===== config.mk =====
export PLATFORM = sky130hd
export DESIGN_NAME = tccu_top
export DESIGN_NICKNAME = d
export VERILOG_FILES = /design/src/common/tccu_pkg.sv /design/src/tccu_top.sv
export SDC_FILE = /design/constraint.sdc
export NUM_CORES = 1
export LEC_CHECK = 0
export BUFFER_PORTS_ARGS = -buffer_cell sky130_fd_sc_hd__buf_2
export CAP_MARGIN = 25
export CORE_ASPECT_RATIO = 1.25
export CORE_UTILIZATION = 50
export CTS_CLUSTER_DIAMETER = 100
export DETAILED_ROUTE_END_ITERATION = 12
export PLACE_DENSITY = 0.74
export SLEW_MARGIN = 10
export SYNTH_ARGS = -nofsm -noshare
export SYNTH_HDL_FRONTEND = slang
export SYNTH_SLANG_ARGS = --single-unit

===== constraint.sdc =====
create_clock -name mclk -period 2.4 [get_ports mclk]
set_input_delay 0.12 -clock mclk [delete_from_list [all_inputs] [get_ports mclk]]
set_output_delay 0.12 -clock mclk [all_outputs]
set_load 0.01 [all_outputs]

===== src/common/tccu_pkg.sv =====
// shared constants and types of the timer capture/compare unit
`default_nettype none
package tccu_pkg;

    // structure
    localparam int unsigned NUM_CH = 2;
    localparam int unsigned ADDR_W = 8;

    // register indices; the byte address is four times the index
    localparam logic [5:0] IDX_VALUE1_LO = 6'h15;
    localparam logic [5:0] IDX_VALUE1_HI = 6'h16;
    localparam logic [5:0] IDX_CTRL1 = 6'h17;
    localparam logic [5:0] IDX_CTRL2 = 6'h1d;
    localparam logic [5:0] IDX_VALUE2_LO = 6'h1e;
    localparam logic [5:0] IDX_VALUE2_HI = 6'h1f;
    localparam logic [5:0] IDX_STATUS = 6'h20;

    // control register fields
    localparam int unsigned CTRL_MODE_LSB = 0;
    localparam int unsigned CTRL_DUTY_LSB = 4;
    localparam logic [7:0] CTRL_RESET = 8'h00;
    localparam logic [5:0] CTRL_WR_MASK = 6'h3f;

    // status register fields
    localparam int unsigned STAT_FLAG_LSB = 0;
    localparam int unsigned STAT_LATCH_LSB = 2;
    localparam int unsigned STAT_PIN_LSB = 4;

    // reset values and prescaler end counts
    localparam logic [15:0] VALUE_RESET = 16'h0000;
    localparam logic [3:0] PRESC_RESET = 4'h0;
    localparam logic [3:0] PRESC4_LAST = 4'h3;
    localparam logic [3:0] PRESC16_LAST = 4'hf;

    // bus answers
    localparam logic [1:0] RESP_OKAY = 2'h0;
    localparam logic [1:0] RESP_SLVERR = 2'h2;

    // mode field codes
    typedef enum logic [3:0] {
        MODE_OFF = 4'h0,
        MODE_CAP_FALL = 4'h4,
        MODE_CAP_RISE = 4'h5,
        MODE_CAP_RISE4 = 4'h6,
        MODE_CAP_RISE16 = 4'h7,
        MODE_CMP_SET = 4'h8,
        MODE_CMP_CLEAR = 4'h9,
        MODE_CMP_SOFT = 4'ha,
        MODE_CMP_TRIG = 4'hb
    } tccu_mode_e;

    // axi4-lite master to slave
    typedef struct packed {
        logic awvalid;
        logic [ADDR_W-1:0] awaddr;
        logic wvalid;
        logic [31:0] wdata;
        logic [3:0] wstrb;
        logic bready;
        logic arvalid;
        logic [ADDR_W-1:0] araddr;
        logic rready;
    } tccu_axi_req_s;

    // axi4-lite slave to master
    typedef struct packed {
        logic awready;
        logic wready;
        logic bvalid;
        logic [1:0] bresp;
        logic arready;
        logic rvalid;
        logic [31:0] rdata;
        logic [1:0] rresp;
    } tccu_axi_rsp_s;

endpackage
`default_nettype wire


===== src/tccu_top.sv =====
// two-channel capture/compare unit on timer1 with an axi4-lite register port
//
// Our own choice: the AXI4-Lite register port.
`timescale 1ns/10ps
`default_nettype none

module tccu_top
    import tccu_pkg::*;
(
    // clock and reset
    input wire logic mclk,
    input wire logic rstn,
    // register bus
    input wire tccu_axi_req_s axi_req,
    output tccu_axi_rsp_s axi_rsp,
    // timer1 and converter side
    input wire logic [15:0] timer1_count,
    input wire logic adc_enable,
    output logic timer1_clear,
    output logic timer1_flag_inhibit,
    output logic adc_start,
    // channel pins and flags
    input wire logic [NUM_CH-1:0] pin_in,
    output logic [NUM_CH-1:0] pin_out,
    output logic [NUM_CH-1:0] chan_flag
);

    ////////////////////////////////////////////////////////////////////////
    // declarations

    logic [7:0] ctrl [NUM_CH];
    logic [15:0] value [NUM_CH];
    logic [NUM_CH-1:0] flag;
    logic [NUM_CH-1:0] latch;
    logic [NUM_CH-1:0] pin_meta;
    logic [NUM_CH-1:0] pin_sync;
    logic [NUM_CH-1:0] pin_prev;
    logic [NUM_CH-1:0] trig;

    logic awready;
    logic wready;
    logic bvalid;
    logic [1:0] bresp;
    logic arready;
    logic rvalid;
    logic [31:0] rdata;
    logic [1:0] rresp;

    logic aw_held;
    logic w_held;
    logic [5:0] aw_idx;
    logic [7:0] wbyte;
    logic wlane0;
    logic aw_hs;
    logic w_hs;
    logic ar_hs;
    logic wr_fire;
    logic next_aw_held;
    logic next_w_held;
    logic next_bvalid;
    logic next_rvalid;

    logic [NUM_CH-1:0] wr_lo;
    logic [NUM_CH-1:0] wr_hi;
    logic [NUM_CH-1:0] wr_ctl;
    logic [NUM_CH-1:0] clr_flag;
    logic wr_ok;
    logic [31:0] rd_data;
    logic rd_ok;

    ////////////////////////////////////////////////////////////////////////
    // bus handshakes

    assign aw_hs = axi_req.awvalid & awready;
    assign w_hs = axi_req.wvalid & wready;
    assign ar_hs = axi_req.arvalid & arready;
    // a write lands once both halves are held and no answer is pending
    assign wr_fire = aw_held & w_held & ~bvalid;
    assign next_aw_held = (aw_held | aw_hs) & ~wr_fire;
    assign next_w_held = (w_held | w_hs) & ~wr_fire;
    assign next_bvalid = wr_fire | (bvalid & ~axi_req.bready);
    assign next_rvalid = ar_hs | (rvalid & ~axi_req.rready);

    assign axi_rsp.awready = awready;
    assign axi_rsp.wready = wready;
    assign axi_rsp.bvalid = bvalid;
    assign axi_rsp.bresp = bresp;
    assign axi_rsp.arready = arready;
    assign axi_rsp.rvalid = rvalid;
    assign axi_rsp.rdata = rdata;
    assign axi_rsp.rresp = rresp;

    // write address and data capture, taken in either order
    always_ff @(posedge mclk) begin
        if (!rstn) begin
            aw_held <= 1'b0;
            w_held <= 1'b0;
            awready <= 1'b0;
            wready <= 1'b0;
            aw_idx <= 6'h00;
            wbyte <= 8'h00;
            wlane0 <= 1'b0;
        end else begin
            aw_held <= next_aw_held;
            w_held <= next_w_held;
            // ready drops while a half is held so the master sees back-pressure
            awready <= ~next_aw_held & ~next_bvalid;
            wready <= ~next_w_held & ~next_bvalid;
            if (aw_hs) begin
                aw_idx <= axi_req.awaddr[7:2];
            end
            if (w_hs) begin
                wbyte <= axi_req.wdata[7:0];
                wlane0 <= axi_req.wstrb[0];
            end
        end
    end

    // write response
    always_ff @(posedge mclk) begin
        if (!rstn) begin
            bvalid <= 1'b0;
            bresp <= RESP_OKAY;
        end else begin
            bvalid <= next_bvalid;
            if (wr_fire) begin
                bresp <= wr_ok ? RESP_OKAY : RESP_SLVERR;
            end
        end
    end

    // read channel; data is sampled at the address handshake
    always_ff @(posedge mclk) begin
        if (!rstn) begin
            arready <= 1'b0;
            rvalid <= 1'b0;
            rdata <= 32'h0000_0000;
            rresp <= RESP_OKAY;
        end else begin
            arready <= ~next_rvalid;
            rvalid <= next_rvalid;
            if (ar_hs) begin
                rdata <= rd_data;
                rresp <= rd_ok ? RESP_OKAY : RESP_SLVERR;
            end
        end
    end

    ////////////////////////////////////////////////////////////////////////
    // address decode

    // write strobes; only byte lane 0 carries register data
    always_comb begin
        wr_lo = '0;
        wr_hi = '0;
        wr_ctl = '0;
        clr_flag = '0;
        wr_ok = 1'b1;
        if (wr_fire) begin
            case (aw_idx)
                IDX_VALUE1_LO: wr_lo[0] = wlane0;
                IDX_VALUE1_HI: wr_hi[0] = wlane0;
                IDX_CTRL1: wr_ctl[0] = wlane0;
                IDX_VALUE2_LO: wr_lo[1] = wlane0;
                IDX_VALUE2_HI: wr_hi[1] = wlane0;
                IDX_CTRL2: wr_ctl[1] = wlane0;
                // write one to clear a flag
                IDX_STATUS: clr_flag = wlane0 ? wbyte[STAT_FLAG_LSB +: NUM_CH] : '0;
                default: wr_ok = 1'b0;
            endcase
        end
    end

    // read mux; narrow registers sit in the low byte, the rest reads zero
    always_comb begin
        rd_data = 32'h0000_0000;
        rd_ok = 1'b1;
        case (axi_req.araddr[7:2])
            IDX_VALUE1_LO: rd_data[7:0] = value[0][7:0];
            IDX_VALUE1_HI: rd_data[7:0] = value[0][15:8];
            IDX_CTRL1: rd_data[7:0] = ctrl[0];
            IDX_VALUE2_LO: rd_data[7:0] = value[1][7:0];
            IDX_VALUE2_HI: rd_data[7:0] = value[1][15:8];
            IDX_CTRL2: rd_data[7:0] = ctrl[1];
            IDX_STATUS: begin
                rd_data[STAT_FLAG_LSB +: NUM_CH] = flag;
                rd_data[STAT_LATCH_LSB +: NUM_CH] = latch;
                rd_data[STAT_PIN_LSB +: NUM_CH] = pin_sync;
            end
            default: rd_ok = 1'b0;
        endcase
    end

    ////////////////////////////////////////////////////////////////////////
    // channels

    for (genvar i = 0; i < NUM_CH; i++) begin : g_ch
        tccu_mode_e mode;
        tccu_mode_e new_mode;
        logic is_cap;
        logic new_cap;
        logic is_cmp;
        logic rise;
        logic fall;
        logic cap_evt;
        logic match;
        logic match_prev;
        logic match_evt;
        logic mode_hop;
        logic [3:0] presc;

        assign mode = tccu_mode_e'(ctrl[i][CTRL_MODE_LSB +: 4]);
        assign new_mode = tccu_mode_e'(wbyte[CTRL_MODE_LSB +: 4]);
        // capture codes are 01xx, compare codes are 1xxx; duty bits play no part
        assign is_cap = (ctrl[i][3:2] == 2'b01);
        assign new_cap = (wbyte[3:2] == 2'b01);
        assign is_cmp = ctrl[i][3];
        // edges come from the synchronised level only
        assign rise = pin_sync[i] & ~pin_prev[i];
        assign fall = ~pin_sync[i] & pin_prev[i];
        // a direct hop between capture settings flags a false capture
        assign mode_hop = wr_ctl[i] & is_cap & new_cap & (new_mode != mode);

        // pin synchroniser; the pin is watched in either direction
        always_ff @(posedge mclk) begin
            if (!rstn) begin
                pin_meta[i] <= 1'b0;
                pin_sync[i] <= 1'b0;
                pin_prev[i] <= 1'b0;
            end else begin
                pin_meta[i] <= pin_in[i];
                pin_sync[i] <= pin_meta[i];
                pin_prev[i] <= pin_sync[i];
            end
        end

        // control register; upper two bits are unimplemented
        always_ff @(posedge mclk) begin
            if (!rstn) begin
                ctrl[i] <= CTRL_RESET;
            end else if (wr_ctl[i]) begin
                ctrl[i] <= {2'b00, wbyte[5:0] & CTRL_WR_MASK};
            end
        end

        // edge prescaler; not cleared on a capture-to-capture hop
        always_ff @(posedge mclk) begin
            if (!rstn) begin
                presc <= PRESC_RESET;
            end else if (!is_cap) begin
                presc <= PRESC_RESET;
            end else if (rise && (mode == MODE_CAP_RISE4 || mode == MODE_CAP_RISE16)) begin
                if ((mode == MODE_CAP_RISE4 && presc >= PRESC4_LAST) || presc == PRESC16_LAST) begin
                    presc <= PRESC_RESET;
                end else begin
                    presc <= presc + 4'h1;
                end
            end
        end

        // qualifying capture event
        always_comb begin
            case (mode)
                MODE_CAP_FALL: cap_evt = fall;
                MODE_CAP_RISE: cap_evt = rise;
                MODE_CAP_RISE4: cap_evt = rise & (presc >= PRESC4_LAST);
                MODE_CAP_RISE16: cap_evt = rise & (presc == PRESC16_LAST);
                default: cap_evt = 1'b0;
            endcase
        end

        // compare; one event per match so a slow timer gives one action
        assign match = is_cmp & (value[i] == timer1_count);
        assign match_evt = match & ~match_prev;
        assign trig[i] = match_evt & (mode == MODE_CMP_TRIG);

        always_ff @(posedge mclk) begin
            if (!rstn) begin
                match_prev <= 1'b0;
            end else begin
                match_prev <= match;
            end
        end

        // value register; a capture beats a software write in the same cycle
        always_ff @(posedge mclk) begin
            if (!rstn) begin
                value[i] <= VALUE_RESET;
            end else if (cap_evt) begin
                value[i] <= timer1_count;
            end else begin
                if (wr_lo[i]) begin
                    value[i][7:0] <= wbyte;
                end
                if (wr_hi[i]) begin
                    value[i][15:8] <= wbyte;
                end
            end
        end

        // channel flag; set wins over a clear in the same cycle
        always_ff @(posedge mclk) begin
            if (!rstn) begin
                flag[i] <= 1'b0;
            end else if (cap_evt || match_evt || mode_hop) begin
                flag[i] <= 1'b1;
            end else if (clr_flag[i]) begin
                flag[i] <= 1'b0;
            end
        end

        // compare output latch, separate from the port data latch
        always_ff @(posedge mclk) begin
            if (!rstn) begin
                latch[i] <= 1'b0;
            end else if (mode == MODE_OFF) begin
                latch[i] <= 1'b0;
            end else if (match_evt && mode == MODE_CMP_SET) begin
                latch[i] <= 1'b1;
            end else if (match_evt && mode == MODE_CMP_CLEAR) begin
                latch[i] <= 1'b0;
            end
        end
    end

    ////////////////////////////////////////////////////////////////////////
    // outputs toward timer1, converter, pins

    // registered so every output comes from a flop; costs one cycle of latency
    always_ff @(posedge mclk) begin
        if (!rstn) begin
            timer1_clear <= 1'b0;
            timer1_flag_inhibit <= 1'b0;
            adc_start <= 1'b0;
        end else begin
            timer1_clear <= |trig;
            timer1_flag_inhibit <= trig[1];
            adc_start <= trig[1] & adc_enable;
        end
    end

    // pin and flag mirrors
    always_ff @(posedge mclk) begin
        if (!rstn) begin
            pin_out <= '0;
            chan_flag <= '0;
        end else begin
            pin_out <= latch;
            chan_flag <= flag;
        end
    end

endmodule // tccu_top
`default_nettype wire

# Word level (Yosys, flattened, before mapping)
# Memory sizes are Yosys's and may differ from the RTL's.
# Index checks and enable logic that the tools add are counted.
totals:
  regBits: 61
  mem_bits_rw: 44
  input_bits: 78
  elab_cells: 231
  n_memories: 2
classes:
  n_addsub: 2
  order_cmp: 2
  n_eq_ne: 37
  n_mux: 68
  bitwise_logic: 59
  reduce_logical: 29
mem_list:
  columns: ["memory", "words", "word_bits", "read_ports", "rd_ports_with_merged_regs", "wr", "line", "text"]
  rows:
  - ["value", 2, 16, 2, 0, 2, "tccu_top.sv:32", "logic [15:0] value [NUM_CH];"]
  - ["ctrl", 2, 6, 2, 0, 2, "tccu_top.sv:31", "logic [7:0] ctrl [NUM_CH];"]
ops:
  columns: ["op", "count"]
  rows:
  - ["$eq A6 B5 Y1 const B", 12]
  - ["$mux W1", 46]
  - ["$pmux W6 S7", 1]
  - ["$and A1 B1 Y1", 32]
  - ["$eq A16 B16 Y1", 2]
  - ["$eq A4 B3 Y1 const B", 8]
  - ["$eq A4 B4 Y1 const B", 8]
  - ["$mux W16", 2]
  - ["$mux W8", 4]
  - ["$mux W2", 8]
  - ["$not A1 Y1", 15]
  - ["$reduce_or A7 Y1", 2]
  - ["$eq A6 B6 Y1 const B", 2]
  - ["$mux W6", 2]
  - ["$or A1 B1 Y1", 12]
  - ["$pmux W2 S6", 1]
  - ["$add A4 B1 Y4 const B", 2]
  - ["$ge A4 B2 Y1 const B", 2]
  - ["$logic_and A1 B1 Y1", 8]
  - ["$logic_not A4 Y1", 2]
  - ["$logic_or A1 B1 Y1", 8]
  - ["$mux W4", 2]
  - ["$ne A4 B4 Y1", 2]
  - ["$pmux W1 S4", 2]
  - ["other kinds (4)", 12]

# Logic depth before layout (Yosys ltp)
logic_depth:
  word_depth: 9
  mapped_depth: 7
  depth_no_buf: 6

# Least setup slack after synthesis
# OpenSTA, ideal clock, no wires.
synth_timing:
  kind: "flip-flop to flip-flop"
  startpoint: "register g_ch[1].presc[0]"
  endpoint: "memory value[1][4] (data pin)"
  setup_time_ns: 0.257
  arrival_ns: 1.723
  setup_slack_ns: 0.420
  path_stages_with_launch: 8
  path_cell_list: "dfxtp_1 > ha_1 > or2_2 > a21oi_1 > nor3b_4 > o211a_4 > buf_4 > a32o_1"
synth_rtl:
  columns: ["element", "line", "text"]
  rows:
  - ["from (decl)", "tccu_top.sv:210", "logic [3:0] presc;"]
  - ["from (signal assigned)", "tccu_top.sv:256", "presc <= presc + 4'h1;"]
  - ["to (decl)", "tccu_top.sv:32", null]

==> impl_metrics.json <==
{
  "hold_viol": 0,
  "cts_setup_buffers": 0,
  "dp_cells": 703,
  "fillers": 893,
  "p_total_mw": 3.84,
  "dieHeight_um": 117,
  "final.setup_skew_ns": 0.00927,
  "vias_per_cell": 5.80,
  "slew_headroom_pct": 54.8,
  "drt_iter0_markers": 360,
  "root_buffer": "clkbuf_16",
  "fmaxAchievable_mhz": 460,
  "clk_path_buf_depth": 2,
  "cp_top_family": "simple AND/OR/NAND/NOR gates",
  "whs_path_depth": 3,
  "r2r_end": "value[1][14]",
  "hp-start": "axi_req[22]",
  "outcome": "complete, no violations",
  "path_clk_slew_ns": 0.06,
  "drc": 0,
  "async_reset_ff_share_pct": 0,
  "h-tree-depth": 3,
  "cts_buffers": 9,
  "ant_nets": 0,
  "final.setup.tns_ns": 0,
  "required_ns": 2.61,
  "die_w_um": 94.2,
  "grt_pass1_vias": 3939,
  "grt_usage_pct": 23.7,
  "core.rowCount": 41,
  "cts_tree": "built",
  "synth_ff_type": "dfxtp_1",
  "drv_slew": 0,
  "layout-drive-gt1-share_pct": 20.9,
  "ys_seq_area_share_pct": 47.1,
  "fin_crit_sh_pct": 90.5,
  "final_cell_area_um2": 6100,
  "slowest_stage": "nor3_2",
  "syn-cell-area_um2": 5310,
  "peakVddDrop_uv": 391,
  "portBuffers": 68,
  "worstPathBufferInverterCount": 1,
  "period_needed_ns": 2.17,
  "yosysTopAreaCell": "edfxtp_1",
  "rsz0062_at_grt": "no",
  "synth_cell_types": 61,
  "ys_ff_latch": 103,
  "grt_pass1_wl_um": 19600,
  "r2r_start": "g_ch[1].presc[0]",
  "ios": 126,
  "antenna_found_initial": 0,
  "r2r_slack_ns": 0.23,
  "gr-total-overflow": 0,
  "reg2reg_depth": 7,
  "diodes": 0,
  "fin_nets": 674,
  "cp.arrival_ns": 2.39,
  "worst_pin_slew_ns": 0.676,
  "firstDrtPassIters": 5,
  "synth_top_area_share_pct": 24.9,
  "die-area_um2": 11000,
  "synth_most_common_cell": "nand2_1",
  "routed_wl_um": 12400,
  "place_hpwl_um": 9530,
  "syn-instance-count": 521,
  "crit_fanout": 8,
  "cellPowerDensity_nw_per_um2": 630,
  "worstPathCellList": "ha_1, or2_2, a21oi_1, nor3b_4, buf_4, nor3_2, a32o_1",
  "critPathMaxStageDelay_ns": 0.47,
  "fin_cells": 728,
  "end_kind": "flip-flop",
  "vias": 4219,
  "holdWs_ns": 0.00765,
  "clock_sinks": 103,
  "place_area_um2": 5690,
  "cp.depth": 7,
  "ctsResizeCount": 0,
  "clk_latency_ns": 0.35,
  "routedWlPerCell_um": 17.0,
  "core_um2": 10200,
  "critPathLaunchType": "flip-flop",
  "setup_viol": 0,
  "start_util_pct": 52.0,
  "cap_violations": 0,
  "syn2layout_area_growth_pct": 14.9,
  "p_leak_nw": 2.41,
  "whs_endpoint": "wbyte[7]",
  "grt_max_degree": 33,
  "hold_class": "input pin to flip-flop",
  "synth_edf_count": 44,
  "yosys-top-cells-count": "nand2_1, dfxtp_1, edfxtp_1",
  "synthTopCellsByArea": "edfxtp_1, dfxtp_1, buf_4",
  "path_class": "flip-flop to flip-flop",
  "synth_area_per_cell_um2": 10.2,
  "yosys_warnings": 0,
  "gp_congestion": 0.915
}
## final cells by class
class	count	area (µm²)	area share, %
Clock inverter	7	93.8	1.54
Inverter	4	15.0	0.246
Clock buffer	9	225	3.69
Timing Repair Buffer	94	558	9.14
Sequential cell	103	2500	41.0
Multi-Input combinational cell	382	2550	41.7
Tap cell	129	161	2.64
## metal layers
metal | track usage (%) | share of wire, %
met1 | 28.1 | 41
met2 | 40.9 | 50
met3 | 4.20 | 6.0
met4 | 12.6 | 3.0
met5 | 0 | 0
## worst min-delay path, cell delays in order
cell     delay, ns
buf_2         0.10
nand2_1       0.05
a21oi_1       0.05
## cell usage in the layout (no fill, tap or decap), drive strengths merged, types with 3 or more instances in the layout
cell / Yosys / final
mux4: 4 / 4
clkbuf: 18 / 9
nor2b: 3 / 3
inv: 4 / 6
a21oi: 31 / 31
nand3b: 5 / 5
nor2: 30 / 30
o2bb2ai: 16 / 16
mux2: 7 / 7
nand3: 17 / 17
nor3b: 3 / 3
nor4: 8 / 8
and4b: 3 / 3
xor2: 25 / 25
mux2i: 5 / 5
or3: 5 / 5
a22o: 10 / 10
a32o: 16 / 16
nand2: 60 / 60
a22oi: 5 / 5
nor3: 7 / 7
dlygate4sd3: 0 / 9
nand4: 8 / 8
and3: 10 / 10
nand2b: 7 / 7
edfxtp: 44 / 44
conb: 1 / 26
o21ai: 4 / 4
a31oi: 4 / 4
dfxtp: 59 / 59
buf: 39 / 85
and2: 18 / 18
xnor2: 17 / 17
nor4b: 3 / 3
## worst max path at each step
stage	startpoint	endpoint	slack, ns
after global placement	g_ch[1].presc[0]	value[1][7]	0.30
after detailed placement	g_ch[1].presc[0]	value[1][14]	0.21
after CTS	g_ch[1].presc[0]	value[1][14]	0.20
after global routing	g_ch[1].presc[0]	value[1][14]	0.07
final	g_ch[1].presc[0]	value[1][14]	0.23
after floorplan	g_ch[1].presc[0]	value[1][4]	0.42
## through the flow
stage                     util, %  setup WS (ns)
final                        59.8          0.228
after CTS                    59.8          0.201
after global routing         59.8         0.0686
after floorplan                 -          0.420
after detailed placement     55.8          0.215
after global placement       55.8          0.297
## kinds of logic (layout without fill, tap and decap cells)
family	after synthesis	after routing	synth area share, %
and+or+nand+nor	196	196	20.2
muxes	16	16	4.12
buffers and inverters	61	114	6.71
other	1	26	0.0706
adders and majority gates	2	2	0.471
AOI/OAI and AO/OA	100	100	14.4
xor gates and xnor gates	42	42	6.92
DFF	103	103	47.1
## repair_timing
item	4_1_cts	5_1_grt
hold buffers	9	0
endpoints found under the hold margin	9	0
setup endpoints to repair	0	0
## registers in the layout, summed over array words and instances, names as in the netlist, 6 cells and up
register / flops
value: 32
g_ch.presc: 8
aw_idx: 6
rdata: 8
ctrl: 12
wbyte: 8
## report_power, final
group	leakage, nW	switching (mW)	internal [mW]	total [mW]
Sequential	0.934	0.0571	1.88	1.94
Combinational	1.32	0.202	0.141	0.344
Clock	0.154	0.649	0.915	1.56
Power figures use the tool's default switching activity.
